===== src/rtl/fau_map.svh =====
// Offsets, field positions, reset values and timing counts for fault annunciation
`ifndef FAU_MAP_SVH
`define FAU_MAP_SVH
`define FAU_OFF_CTRL      4'h0
`define FAU_OFF_STATUS    4'h1
`define FAU_OFF_ALARM     4'h2
`define FAU_OFF_UPG       4'h3
`define FAU_OFF_PWD       4'h4
`define FAU_OFF_FANDEV    4'h5
`define FAU_OFF_ADDR      4'h6
`define FAU_CTRL_CLR      0
`define FAU_CTRL_OUTOFF   1
`define FAU_CTRL_ADDROK   2
`define FAU_UPG_ENTER     8'h01
`define FAU_UPG_ERASE     8'h02
`define FAU_UPG_DONE      8'h03
`define FAU_UPG_EXIT      8'h04
`define FAU_PWD_CMD       8'he0
`define FAU_PWD_WORD      32'h55504744
`define FAU_CLK_MHZ       200
`define FAU_QTR_MS        250
`define FAU_QTR_CYC       (`FAU_QTR_MS * 1000 * `FAU_CLK_MHZ)
`define FAU_HOTPLUG_S     15
`define FAU_HOTPLUG_CYC   (`FAU_HOTPLUG_S * 32'd1000000 * `FAU_CLK_MHZ)
`define FAU_FAN_PCT       20
`define FAU_RST_STATUS    8'h00
`define FAU_RST_ALARM     8'h00
`endif


===== src/rtl/fau_pkg.sv =====
// Types shared by the fault annunciation block
package fau_pkg;
	typedef enum logic [1:0] {
		FAU_UP_IDLE  = 2'b00,
		FAU_UP_BOOT  = 2'b01,
		FAU_UP_BUSY  = 2'b10,
		FAU_UP_FAIL  = 2'b11
	} fau_upg_type;

	typedef struct packed {
		logic       in_present;   // Some input power remains
		logic       in_ok;        // Input within limits
		logic       ext_fault;    // Overload or input out of limits
		logic       int_fault;    // Fault inside the supply
		logic       out_present;  // Output voltage present
		logic [7:0] info_alarm;   // Information-only alarms
	} fau_cond_type;

	typedef struct packed {
		logic       wr;
		logic       rd;
		logic [3:0] addr;
		logic [31:0] wdata;
	} fau_bus_type;
endpackage : fau_pkg


===== src/rtl/fau_annunciator.sv =====
// Fault annunciation, alert generation, LED patterns and upgrade gating
// Behaviour
// RULE_01: External faults never light fault LED, fault pin or bus alert.
// RULE_02: Input LED blinks while input out of range and power remains; off when lost. Code blinks it only with no internal fault and no upgrade.
// RULE_03: Power-up raises an event notice to the host.
// RULE_04: Hot insertion raises an event notice to the host.
// RULE_05: Any status or alarm bit pattern change asserts the bus alert.
// RULE_06: Host-commanded status changes update status without raising alert.
// RULE_07: After hot insertion, answer at default address low bits zero for fifteen seconds.
// RULE_08: Host pauses communication fifteen seconds after seeing a new module.
// RULE_09: Fan speeds differing over twenty percent give a wear-out warning only.
// RULE_10: Information-only alarms are reported without causing shutdown.
// RULE_11: Input LED green whenever input within normal limits.
// RULE_12: Output LED green ok, blinks on fault with output, red when shut down.
// RULE_13: During upgrade fault LED shows off, wink, fast blink or steady on.
// RULE_14: Wink is quarter second on, three quarters off.
// RULE_15: Fast blink is quarter second on, quarter second off.
// RULE_16: Boot loader switches output off before reprogramming continues.
// RULE_17: Validated upgrade lets application run; failure stays in boot loader.
// RULE_18: Upgrade commands locked until password command with unlock word.
// RULE_19: Alert on final state; contents frozen until clear, additions allowed.
// RULE_20: Faults sticky, reassert after clear; operational states not sticky.
// RULE_21: Blink counter from device clock restarts phase when display changes.
`include "fau_map.svh"
`timescale 1ns/10ps
module fau_annunciator
	import fau_pkg::*;
#(
	parameter int unsigned QTR_CYC     = `FAU_QTR_CYC,     // Quarter second in cycles
	parameter int unsigned HOTPLUG_CYC = `FAU_HOTPLUG_CYC  // Address settle time
) (
	input  wire logic         core_clk,      // 200 MHz clock
	input  wire logic         rstn,          // Async reset, active low
	input  wire fau_bus_type  bus,           // Register bus request
	output logic [31:0]       rdata,         // Read data, cycle after read
	input  wire fau_cond_type cond,          // Live supply conditions
	input  wire logic         hot_inserted,  // Pulse: module inserted live
	input  wire logic         final_state,   // Transients have settled
	input  wire logic         app_valid,     // Uploaded image validated
	input  wire logic         erase_fail,    // Erase or program failed
	input  wire logic [7:0]   fan_a,         // Fan A speed
	input  wire logic [7:0]   fan_b,         // Fan B speed
	input  wire logic [2:0]   addr_strap,    // Backplane address bits
	output logic              alert_n,       // Bus alert, active low
	output logic              fault_pin,     // Fault output pin
	output logic              output_en,     // Main output enable
	output logic              input_good_led,     // Input LED green
	output logic              output_fault_led_g, // Output LED green
	output logic              output_fault_led_r, // Output LED red
	output logic [2:0]        bus_addr_lo    // Low bus address bits
);
	localparam int unsigned HOLD_W = $clog2(HOTPLUG_CYC + 1);
	localparam int unsigned PH_W   = $clog2(4 * QTR_CYC + 1);

	function automatic logic fan_skew(input logic [7:0] a, input logic [7:0] b);
		logic [15:0] hi;
		logic [15:0] lo;
		hi = (a > b) ? {8'h00, a} : {8'h00, b};
		lo = (a > b) ? {8'h00, b} : {8'h00, a};
		fan_skew = (16'(hi * 16'd100) > 16'(lo * 16'(100 + `FAU_FAN_PCT)));
	endfunction : fan_skew

	// Status and alarm registers
	logic [7:0]  status_ff, nxt_status;
	logic [7:0]  alarm_ff, nxt_alarm;
	logic [7:0]  seen_st_ff, nxt_seen_st;
	logic [7:0]  seen_al_ff, nxt_seen_al;
	logic        event_ff, nxt_event;
	logic        frozen_ff, nxt_frozen;
	logic        pwrup_ff, nxt_pwrup;
	logic        outoff_ff, nxt_outoff;
	logic        unlock_ff, nxt_unlock;
	fau_upg_type upg_ff, nxt_upg;
	logic [HOLD_W-1:0] hold_ff, nxt_hold;
	logic [31:0] rdata_ff, nxt_rdata;
	logic        clr_req;
	logic        host_chg;
	logic [7:0]  live_status;
	logic [7:0]  live_alarm;

	assign clr_req = bus.wr && bus.addr == `FAU_OFF_CTRL && bus.wdata[`FAU_CTRL_CLR];

	always_comb begin
		// Internal faults only; external faults stay off the fault path
		// Commanded off shows at once, so the host write itself is not a change
		live_status = {4'h0, cond.out_present, nxt_outoff, cond.in_ok, cond.int_fault}; // RULE_01
		live_alarm  = cond.info_alarm | {7'h00, fan_skew(fan_a, fan_b)}; // RULE_09 RULE_10
	end

	always_comb begin
		nxt_status  = status_ff;
		nxt_alarm   = alarm_ff;
		nxt_seen_st = seen_st_ff;
		nxt_seen_al = seen_al_ff;
		nxt_event   = event_ff;
		nxt_frozen  = frozen_ff;
		nxt_pwrup   = 1'b0;
		nxt_outoff  = outoff_ff;
		nxt_unlock  = unlock_ff;
		nxt_hold    = hold_ff;
		host_chg    = 1'b0;
		if (bus.wr && bus.addr == `FAU_OFF_CTRL) begin
			nxt_outoff = bus.wdata[`FAU_CTRL_OUTOFF];
			host_chg   = 1'b1; // RULE_06
		end
		if (upg_ff != FAU_UP_IDLE)
			nxt_outoff = 1'b1; // RULE_16
		if (clr_req) begin
			// Sticky fault reasserts from live view; operational bits follow live
			nxt_status = live_status; // RULE_20
			nxt_alarm  = live_alarm;
			// Persisting internal fault raises the alert again at once
			nxt_frozen = live_status[0];
			nxt_event  = live_status[0]; // RULE_20
		end else if (!frozen_ff) begin
			nxt_status = live_status;
			nxt_alarm  = live_alarm;
		end else begin
			nxt_status = status_ff | (live_status & 8'h01); // RULE_19 RULE_20
			nxt_alarm  = alarm_ff | live_alarm; // RULE_19
			nxt_status[3:1] = live_status[3:1];
		end
		nxt_seen_st = host_chg ? nxt_status : seen_st_ff;
		nxt_seen_al = host_chg ? nxt_alarm : seen_al_ff; // RULE_06
		if (final_state && (nxt_status != seen_st_ff || nxt_alarm != seen_al_ff) && !host_chg) begin
			nxt_event   = 1'b1; // RULE_05
			nxt_frozen  = 1'b1; // RULE_19
			nxt_seen_st = nxt_status;
			nxt_seen_al = nxt_alarm;
		end
		if (pwrup_ff || hot_inserted)
			nxt_event = 1'b1; // RULE_03 RULE_04
		if (hot_inserted)
			nxt_hold = HOLD_W'(HOTPLUG_CYC); // RULE_07
		else if (hold_ff != '0)
			nxt_hold = hold_ff - 1'b1;
		if (bus.wr && bus.addr == `FAU_OFF_PWD)
			nxt_unlock = (bus.wdata == `FAU_PWD_WORD); // RULE_18
	end

	// Upgrade state, only reachable once unlocked
	always_comb begin
		nxt_upg = upg_ff;
		if (bus.wr && bus.addr == `FAU_OFF_UPG && unlock_ff) begin // RULE_18
			unique case (bus.wdata[7:0])
				`FAU_UPG_ENTER: nxt_upg = FAU_UP_BOOT;
				`FAU_UPG_ERASE: nxt_upg = FAU_UP_BUSY;
				`FAU_UPG_DONE:  nxt_upg = app_valid ? FAU_UP_BOOT : FAU_UP_FAIL; // RULE_17
				`FAU_UPG_EXIT:  nxt_upg = app_valid ? FAU_UP_IDLE : upg_ff; // RULE_17
				default:        nxt_upg = upg_ff;
			endcase
		end
		if (erase_fail && upg_ff == FAU_UP_BUSY)
			nxt_upg = FAU_UP_FAIL;
	end

	always_comb begin
		nxt_rdata = 32'h0000_0000;
		if (bus.rd) begin
			unique case (bus.addr)
				`FAU_OFF_CTRL:   nxt_rdata = {29'h0, hold_ff == '0, outoff_ff, 1'b0};
				`FAU_OFF_STATUS: nxt_rdata = {24'h0, status_ff};
				`FAU_OFF_ALARM:  nxt_rdata = {24'h0, alarm_ff};
				`FAU_OFF_UPG:    nxt_rdata = {29'h0, unlock_ff, upg_ff};
				`FAU_OFF_ADDR:   nxt_rdata = {29'h0, bus_addr_lo};
				default:         nxt_rdata = 32'h0000_0000;
			endcase
		end
	end

	always_ff @(posedge core_clk or negedge rstn) begin
		if (!rstn) begin
			status_ff  <= `FAU_RST_STATUS;
			alarm_ff   <= `FAU_RST_ALARM;
			seen_st_ff <= `FAU_RST_STATUS;
			seen_al_ff <= `FAU_RST_ALARM;
			event_ff   <= 1'b0;
			frozen_ff  <= 1'b0;
			pwrup_ff   <= 1'b1;
			outoff_ff  <= 1'b0;
			unlock_ff  <= 1'b0;
			upg_ff     <= FAU_UP_IDLE;
			hold_ff    <= '0;
			rdata_ff   <= 32'h0000_0000;
		end else begin
			status_ff  <= nxt_status;
			alarm_ff   <= nxt_alarm;
			seen_st_ff <= nxt_seen_st;
			seen_al_ff <= nxt_seen_al;
			event_ff   <= nxt_event;
			frozen_ff  <= nxt_frozen;
			pwrup_ff   <= nxt_pwrup;
			outoff_ff  <= nxt_outoff;
			unlock_ff  <= nxt_unlock;
			upg_ff     <= nxt_upg;
			hold_ff    <= nxt_hold;
			rdata_ff   <= nxt_rdata;
		end
	end

	// LED pattern generator; phase restarts on any change of displayed mode
	logic [2:0]      mode_ff, nxt_mode;
	logic [PH_W-1:0] ph_ff, nxt_ph;
	logic            wink_on, fast_on;

	always_comb begin
		if (upg_ff != FAU_UP_IDLE)
			nxt_mode = {1'b1, upg_ff};
		else if (cond.int_fault)
			nxt_mode = cond.out_present ? 3'h1 : 3'h2;
		else if (!cond.in_ok && cond.in_present)
			nxt_mode = 3'h3;
		else
			nxt_mode = 3'h0;
		if (nxt_mode != mode_ff || ph_ff == PH_W'(4 * QTR_CYC - 1))
			nxt_ph = '0; // RULE_21
		else
			nxt_ph = ph_ff + 1'b1;
		wink_on = ph_ff < PH_W'(QTR_CYC); // RULE_14
		fast_on = (ph_ff < PH_W'(QTR_CYC)) || (ph_ff >= PH_W'(2 * QTR_CYC) &&
			ph_ff < PH_W'(3 * QTR_CYC)); // RULE_15
	end

	always_ff @(posedge core_clk or negedge rstn) begin
		if (!rstn) begin
			mode_ff <= 3'h0;
			ph_ff   <= '0;
		end else begin
			mode_ff <= nxt_mode;
			ph_ff   <= nxt_ph;
		end
	end

	always_comb begin
		output_en          = !outoff_ff && !(status_ff[0] && !cond.out_present);
		alert_n            = !event_ff; // RULE_05
		fault_pin          = cond.int_fault; // RULE_01
		bus_addr_lo        = (hold_ff != '0) ? 3'h0 : addr_strap; // RULE_07
		rdata              = rdata_ff;
		input_good_led     = cond.in_ok ? 1'b1 :
			(cond.in_present && mode_ff == 3'h3 && fast_on); // RULE_02 RULE_11
		output_fault_led_g = 1'b0;
		output_fault_led_r = 1'b0;
		unique case (mode_ff)
			3'h1:    output_fault_led_g = fast_on; // RULE_12
			3'h2:    output_fault_led_r = 1'b1; // RULE_12
			3'h5:    output_fault_led_r = wink_on; // RULE_13
			3'h6:    output_fault_led_r = fast_on; // RULE_13
			3'h7:    output_fault_led_r = 1'b1; // RULE_13
			default: output_fault_led_g = cond.out_present && mode_ff != 3'h4;
		endcase
	end

	wink_shape_a: assert property (@(posedge core_clk) disable iff (!rstn) // RULE_14
		(mode_ff == 3'h5 && ph_ff == PH_W'(QTR_CYC)) |-> !output_fault_led_r)
		else $error("wink on phase too long");
	fast_shape_a: assert property (@(posedge core_clk) disable iff (!rstn) // RULE_15
		(mode_ff == 3'h6 && ph_ff == PH_W'(2 * QTR_CYC)) |-> output_fault_led_r)
		else $error("fast blink second pulse missing");
	ext_quiet_a: assert property (@(posedge core_clk) disable iff (!rstn) // RULE_01
		(cond.ext_fault && !cond.int_fault && !frozen_ff) |-> !fault_pin ##1 !status_ff[0])
		else $error("external fault shown as internal");
	alert_change_a: assert property (@(posedge core_clk) disable iff (!rstn) // RULE_05
		(final_state && !frozen_ff && !bus.wr && live_alarm != seen_al_ff) |=> !alert_n)
		else $error("alarm change without alert");
	hotplug_alert_a: assert property (@(posedge core_clk) disable iff (!rstn) // RULE_04 RULE_07
		hot_inserted |=> !alert_n && bus_addr_lo == 3'h0)
		else $error("hot insert not announced");
	lock_upg_a: assert property (@(posedge core_clk) disable iff (!rstn) // RULE_18
		(!unlock_ff && upg_ff == FAU_UP_IDLE && !erase_fail) |=> upg_ff == FAU_UP_IDLE)
		else $error("upgrade moved while locked");
	upg_outoff_a: assert property (@(posedge core_clk) disable iff (!rstn) // RULE_16
		(upg_ff != FAU_UP_IDLE) |=> !output_en)
		else $error("output left on during upgrade");
	red_shut_a: assert property (@(posedge core_clk) disable iff (!rstn) // RULE_12
		(mode_ff == 3'h2) |-> output_fault_led_r && !output_fault_led_g)
		else $error("shutdown not shown red");
	pwrup_alert_a: assert property (@(posedge core_clk) disable iff (!rstn) // RULE_03
		$rose(rstn) ##0 pwrup_ff |=> !alert_n)
		else $error("power up not announced");
	sticky_fault_a: assert property (@(posedge core_clk) disable iff (!rstn) // RULE_20
		(clr_req && cond.int_fault) |=> !alert_n)
		else $error("persisting fault not reasserted");
	final_wait_a: assert property (@(posedge core_clk) disable iff (!rstn) // RULE_19
		(!final_state && !event_ff && !pwrup_ff && !hot_inserted && !clr_req) |=> alert_n)
		else $error("alert before final state");
	input_led_a: assert property (@(posedge core_clk) disable iff (!rstn) // RULE_11
		cond.in_ok |-> input_good_led)
		else $error("input led dark with good input");
	info_noshut_a: assert property (@(posedge core_clk) disable iff (!rstn) // RULE_10
		(cond.info_alarm != 8'h00 && cond.out_present && !outoff_ff) |-> output_en)
		else $error("information alarm shut output");
	upg_fail_a: assert property (@(posedge core_clk) disable iff (!rstn) // RULE_17
		(upg_ff == FAU_UP_FAIL && !(bus.wr && bus.addr == `FAU_OFF_UPG))
		|=> upg_ff == FAU_UP_FAIL)
		else $error("failed upgrade left boot loader");

	wink_seen_c:  cover property (@(posedge core_clk) disable iff (!rstn) mode_ff == 3'h5);
	fail_seen_c:  cover property (@(posedge core_clk) disable iff (!rstn) mode_ff == 3'h7);
	clear_seen_c: cover property (@(posedge core_clk) disable iff (!rstn) clr_req && frozen_ff);
	blink_in_c:   cover property (@(posedge core_clk) disable iff (!rstn) mode_ff == 3'h3);
	reassert_c:   cover property (@(posedge core_clk) disable iff (!rstn) clr_req && cond.int_fault);
endmodule : fau_annunciator


===== config.mk =====
export PLATFORM = sky130hd
export DESIGN_NAME = fau_annunciator
export DESIGN_NICKNAME = d
export VERILOG_FILES = /design/src/rtl/fau_pkg.sv /design/src/rtl/fau_annunciator.sv
export VERILOG_INCLUDE_DIRS = /design/src /design/src/rtl
export SDC_FILE = /design/constraint.sdc
export NUM_CORES = 1
export LEC_CHECK = 0
export BUFFER_PORTS_ARGS = -buffer_cell sky130_fd_sc_hd__buf_2
export CORE_MARGIN = 2
export CORE_UTILIZATION = 52
export DETAILED_ROUTE_END_ITERATION = 10
export GPL_TIMING_DRIVEN = 0
export PLACE_DENSITY = 0.74
export SLEW_MARGIN = 0
export SYNTH_ARGS = -nofsm -noshare
export SYNTH_HDL_FRONTEND = slang
export SYNTH_SLANG_ARGS = --single-unit

===== constraint.sdc =====
create_clock -name core_clk -period 5.1 [get_ports core_clk]
set_clock_uncertainty 0.2 [all_clocks]
set_input_delay 0.51 -clock core_clk [delete_from_list [all_inputs] [get_ports core_clk]]
set_output_delay 0.51 -clock core_clk [all_outputs]
set_load 0.05 [all_outputs]

## After elaboration in Yosys (flattened, before gate mapping)

Index checks and enable logic that the tools add are counted.
Widths: inputs -> output; s select.

| storage, ports and cells | value |
|---|---|
| word-level logic and storage cells | 121 |
| register bits after elaboration | 134 |
| output and inout port bits | 41 |
| input bits | 76 |

| operators by class | value |
|---|---|
| bitwise gates (word level) | 3 |
| reduce and logical (&&, ||, !) cells | 38 |
| magnitude comparators | 5 |
| equality and inequality tests | 23 |
| multiplexer cells | 34 |
| multipliers | 2 |
| $add $sub $neg | 2 |

Operators by type and width:

| kind | number |
|---|---|
| $mux 8 | 11 |
| $mux 32 | 2 |
| $pmux 8 s5 | 1 |
| $eq 32x31->1 const B | 1 |
| $logic_not 32->1 | 1 |
| $reduce_bool 32->1 | 1 |
| $sub 32x1->32 const B | 1 |
| $add 28x1->28 const B | 1 |
| $eq 28x28->1 const B | 1 |
| $ge 28x27->1 const B | 1 |
| $lt 28x26->1 const B | 1 |
| $lt 28x28->1 const B | 1 |
| $mux 28 | 1 |
| $eq 8x2->1 const B | 2 |
| $ne 8x8->1 | 2 |
| $or 8x1->8 | 2 |
| $gt 15x15->1 | 1 |
| $logic_and 1x1->1 | 15 |
| $mul 8x5->13 const B | 1 |
| $mul 8x4->12 const B | 1 |
| $mux 2 | 6 |
| $reduce_bool 2->1 | 5 |
| $eq 3x3->1 const B | 3 |
| $mux 3 | 3 |
| 24 further kinds | 42 |

## Depth between registers and ports, before layout

| logic depth | value |
|---|---|
| depth after elaboration | 14 |
| mapped depth | 33 |
| depth with buffers taken out | 31 |

## Worst setup path after synthesis

No wires, ideal clock.

| path | value |
|---|---|
| path type | input to register |
| from | in fan_b[1] |
| to | reg seen_st_ff[1] |
| setup time | 0.125 ns |
| data arrival time | 6.835 ns |
| stages | 31 |
| data required time | 4.775 ns |
| setup slack | -2.059 ns |
| cells stage by stage | inv_1 > ha_1 > nor2b_1 > o211ai_1 > a21oi_1 > o21ai_0 > clkbuf_1 > clkbuf_1 > mux2_2 > fa_1 > fa_1 > ha_1 > a21o_1 > a21oi_1 > o21ai_0 > a21oi_1 > o21bai_1 > a21oi_1 > o21bai_1 > a21oi_1 > xor2_1 > ha_1 > nand3_1 > nor2_1 > nand2_1 > nor3_1 > nand4b_1 > a21o_1 > a31oi_4 > buf_6 > mux2_2 |

| on the way | value |
|---|---|
| word-level cells in the longest chain between the ends | 13 |

RTL lines:

| what | line | source |
|---|---|---|
| start: declaration | fau_annunciator.sv:42 | `input wire logic [7:0] fan_b,` |
| $gt 8x8->1 | fau_annunciator.sv:58, fau_annunciator.sv:59 |  |
| $mux 8, on equally long branches | fau_annunciator.sv:58, fau_annunciator.sv:59 |  |
| $mul 8x5->13 or $mul 8x4->12 (tied branches) | fau_annunciator.sv:60 | `` fan_skew = (16'(hi * 16'd100) > 16'(lo * 16'(100 + `FAU_FAN_PCT))); `` |
| $gt 15x15->1 (*) | fau_annunciator.sv:60 |  |
| $or 8x1->8 (*) | fau_annunciator.sv:87 | `live_alarm = cond.info_alarm \| {7'h00, fan_skew(fan_a, fan_b)};` |
| $or 8x8->8 | fau_annunciator.sv:120 | `nxt_alarm = alarm_ff \| live_alarm;` |
| $mux 8 | fau_annunciator.sv:115 | `end else if (!frozen_ff) begin` |
| $mux 8 (*) | fau_annunciator.sv:108 | `if (clr_req) begin` |
| $ne 8x8->1 (*) | fau_annunciator.sv:125 | `if (final_state && (nxt_status != seen_st_ff \|\| nxt_alarm != seen_al_ff) && !host_chg) begin` |
| $logic_or 1x1->1 (*) | fau_annunciator.sv:125 |  |
| $logic_and 1x1->1 (*) (2 in series) | fau_annunciator.sv:125 |  |
| $mux 8 or $reduce_bool 2->1 (tied branches) | - |  |
| end signal: assignment | fau_annunciator.sv:175 | `` seen_st_ff <= `FAU_RST_STATUS; `` |
| end signal: assignment | fau_annunciator.sv:188 | `seen_st_ff <= nxt_seen_st;` |
| end: declaration | fau_annunciator.sv:66 | `logic [7:0] seen_st_ff, nxt_seen_st;` |

Mark *: on every way between the ends. The rest lies on a longest branch, timed or not.
A chain may end at the register's enable or synchronous reset.

## Worst setup path after layout

| path | value |
|---|---|
| from | in fan_b[1] |
| to | reg seen_al_ff[4] |

| on the way | value |
|---|---|
| word-level cells in the longest chain between the ends | 13 |

RTL lines:

| what | line | source |
|---|---|---|
| $gt 8x8->1 | fau_annunciator.sv:58, fau_annunciator.sv:59 |  |
| $mux 8, on equally long branches | fau_annunciator.sv:58, fau_annunciator.sv:59 |  |
| $mul 8x5->13 or $mul 8x4->12 (tied branches) | fau_annunciator.sv:60 |  |
| $gt 15x15->1 (*) | fau_annunciator.sv:60 |  |
| $or 8x1->8 (*) | fau_annunciator.sv:87 |  |
| $or 8x8->8 | fau_annunciator.sv:120 |  |
| $mux 8 | fau_annunciator.sv:115 |  |
| $mux 8 (*) | fau_annunciator.sv:108 |  |
| $ne 8x8->1 (*) | fau_annunciator.sv:125 |  |
| $logic_or 1x1->1 (*) | fau_annunciator.sv:125 |  |
| $logic_and 1x1->1 (*) (2 in series) | fau_annunciator.sv:125 |  |
| $mux 8 or $reduce_bool 2->1 (tied branches) | - |  |
| end signal: assignment | fau_annunciator.sv:176 | `` seen_al_ff <= `FAU_RST_ALARM; `` |
| end signal: assignment | fau_annunciator.sv:189 | `seen_al_ff <= nxt_seen_al;` |
| end: declaration | fau_annunciator.sv:67 | `logic [7:0] seen_al_ff, nxt_seen_al;` |

Marked as above.

==> summary.txt <==
run status - finished, violations left
failing checks - negative hold slack, negative setup slack
total CTS buffers - 9
Synth area leaders - dfrtp_1 35%, ha_1 11%, xnor2_1 5.6%
clock group share of total power - 19.5%
Simple-Gate Fraction of Synth Area - 19.5%
NetSw - 1.27 mW
final hold vios - 6
initial antenna violation count - 1
hpwl dp - 13.0 mm
Synth-to-Final Area Change - 20.7%
CP Launch Type - primary input
Sequential Power Share - 27.7%
CP max FO - 5
Synth Area in Compound Gates - 11.3%
largest area contributor in the netlist - dfrtp_1
synthesized instance count - 834
layout cell share with drive strength beyond 1 - 24.4%
largest net degree at the start of global routing - 60
Pins Over Slew Limit - 0
vias in the first global route - 6171
VDD IR max - 0.423 mV
vias after detailed routing - 6200
placed instance area - 8630 µm²
Comb pwr share - 52.8%
synth unique cells - 62
async set or reset register ratio after synthesis - 100%
first-pass GRT wire length - 29.1 mm
Top-Level Pins - 117
Die Y - 126 µm
Worst Max-Slew Pin Slew - 0.965 ns
Slew headroom - 35.6%
most frequent cells after synthesis - 108 x dfrtp_1, 86 x nor2_1, 69 x inv_1
post-synthesis adder-cell area fraction - 13.8%
worst hold path class - in -> async
Core Region - 14500 µm²
switching part of the total - 37.7%
internal power - 2.10 mW
Die X - 126 µm
Final ANT Viol Nets - 0
CP top delay family - compound AO/OA/AOI/OAI gates
hold_buf cts - 0
wire per inst - 14.7 µm
final core occ - 64.2%
Buf/Inv on CP - 6
critical path required time - 5.13 ns
number of flops mapped to enable cells by yosys - 0
Fin Hold WS - -0.0128 ns
post-synthesis mux area share - 4.32%
post-synthesis cell area - 7720 µm²
I/O Buffers - 89
CTS tree - done
die area - 15800 µm²
nets - 1137
PD cells - 361 nW/µm²
Yosys top cell area share - 35.0%
kind of end point of the critical path - flop
Mapped Avg Cell Area - 9.26 µm²
Max Root-Sink Buffers - 2
final wirelength - 17.2 mm
clock slew at reported path FFs - 0.07 ns
DR pass1 iterations - 4
post-route setup slack - -1.46 ns
CTS root buffer - clkbuf_16
Final Wtd Congestion - 0.831
Post-Layout Inst Area - 9330 µm²
Clock Sinks - 109
register bit total from synthesis - 109
Worst EP arrival - 6.59 ns
Pleak - 4.39 nW
main combinational cell family by area after synthesis - simple AND/OR/NAND/NOR gates
most common cell in the synthesized netlist - dfrtp_1
CP max-delay cell - fa_1
FP Rows - 44
diode count - 0
RSZ-0062 raised after global routing - true
Synth Area in XOR/XNOR - 8.73%
maxcap violations - 0
setup violators final - 19
Most used DFF post-synth - dfrtp_1
Tmin final - 6.56 ns
grt ovf - 0
dpl ws - -2.22 ns
sequential share of the synthesized area - 35.3%
Syn. warnings - 0
Total GRT Usage - 22.3%
Starting Density - 53.2%
Setup CP Type - in -> reg
Detailed Route Iter0 Violations - 310
CP peak stage delay - 0.58 ns
final period utilization - 129%
htree depth - 3
Max Freq - 0.153 GHz
Vias/cell - 5.30
# DRC - 0
clock latency on the worst-skew pair - 0.35 ns
Pwr Total - 3.37 mW
cells by family (layout without fill, tap and decap cells):
logic type | count (synthesis) | in the layout
and+or+nand+nor | 288 | 288
AOI/OAI and AO/OA | 138 | 138
buffers and inverters | 114 | 242
DFF | 109 | 109
adders and majority gates | 78 | 78
xor gates and xnor gates | 77 | 77
muxes | 29 | 29
other | 1 | 25
repair_timing:
item | CTS | global route
gates cloned | 2 | 0
resized for setup | 29 | 24
pin swaps | 30 | 32
setup endpoints to repair | 19 | 19
buffers inserted | 14 | 8
registers in the layout, indices dropped and copies added (netlist names):
signal and cells:
hold_ff 32, ph_ff 28, alarm_ff 8, rdata 8, seen_al_ff 8, seen_st_ff 8
status_ff 8, mode_ff 3, upg_ff 2, event_ff 1, frozen_ff 1, pwrup_ff 1
unlock_ff 1
worst paths after layout:
path	start	slack [ns]	cells after the start	end
worst max register to register	hold_ff[5]	1.68	9	hold_ff[31]
worst min register to register	ph_ff[0]	0.30	1	ph_ff[0]
max in group asynchronous	rstn	3.97	2	pwrup_ff
worst min-delay path	rstn	-0.01	1	hold_ff[25]
worst max-delay path	fan_b[1]	-1.46	31	seen_al_ff[4]
min in group core_clk	cond[11]	0.15	1	status_ff[1]
layer usage:
metal	vias up	wire, µm	GRT usage (%)
met5	-	13	0
met4	2	297	5.37
met3	26	692	4.38
met2	113	8320	37.6
met1	2932	7870	29.9
li1	3127	-	-
power groups by stage:
stage          Clock [mW]  Combinational (mW)  Sequential (mW)
5_1_grt             0.703                2.00            0.939
2_1_floorplan           0                1.16            0.948
4_1_cts             0.670                1.58            0.933
3_3_place_gp            0                1.43            0.948
3_5_place_dp            0                1.47            0.950
6_report            0.657                1.78            0.934
per-stage QoR:
| stage | hold slack (ns) | setup TNS [ns] | std cells |
|---|---|---|---|
| 2_1_floorplan | 0.0144 | -24.72 | 858 |
| 3_3_place_gp | 0.287 | -37.64 | 1131 |
| 3_5_place_dp | 0.287 | -38.89 | 1132 |
| 4_1_cts | 0.0100 | -23.94 | 1162 |
| 5_1_grt | 0.0535 | -30.51 | 1170 |
| 6_report | -0.0128 | -25.20 | 1170 |
final cells by class:
class,instances,area [µm²]
fillers,1228,5210
multi-input cells,635,4800
flip-flops and latches,109,2730
repair buffers,114,702
plain buffers,45,318
inverters,69,272
clock buffers,11,253
well taps,184,230
clock inverters,3,22.5
cells in the final DEF, fill, tap and decap left out, types with 4 or more instances in the layout:
master and n:
fa_1 10, a21oi_1 30, a21oi_2 17, nor2b_1 7, buf_4 46, ha_4 4
a21o_1 19, nor2_1 86, and2_1 10, or3_1 8, nand2_1 43, and3_1 9
nand3_1 21, or2_2 4, mux2_2 6, conb_1 25, inv_1 68, or4_1 6
dfrtp_1 108, nand4_1 13, o21bai_1 9, clkbuf_16 11, nor4_1 13, o21ai_0 24
nand3b_1 5, xnor2_1 48, nand2b_1 15, a22oi_1 7, nor3_1 21, clkbuf_1 12
buf_2 90, xor2_1 28, mux2_4 19, ha_1 62, buf_6 4
Power figures use the tool's default switching activity.
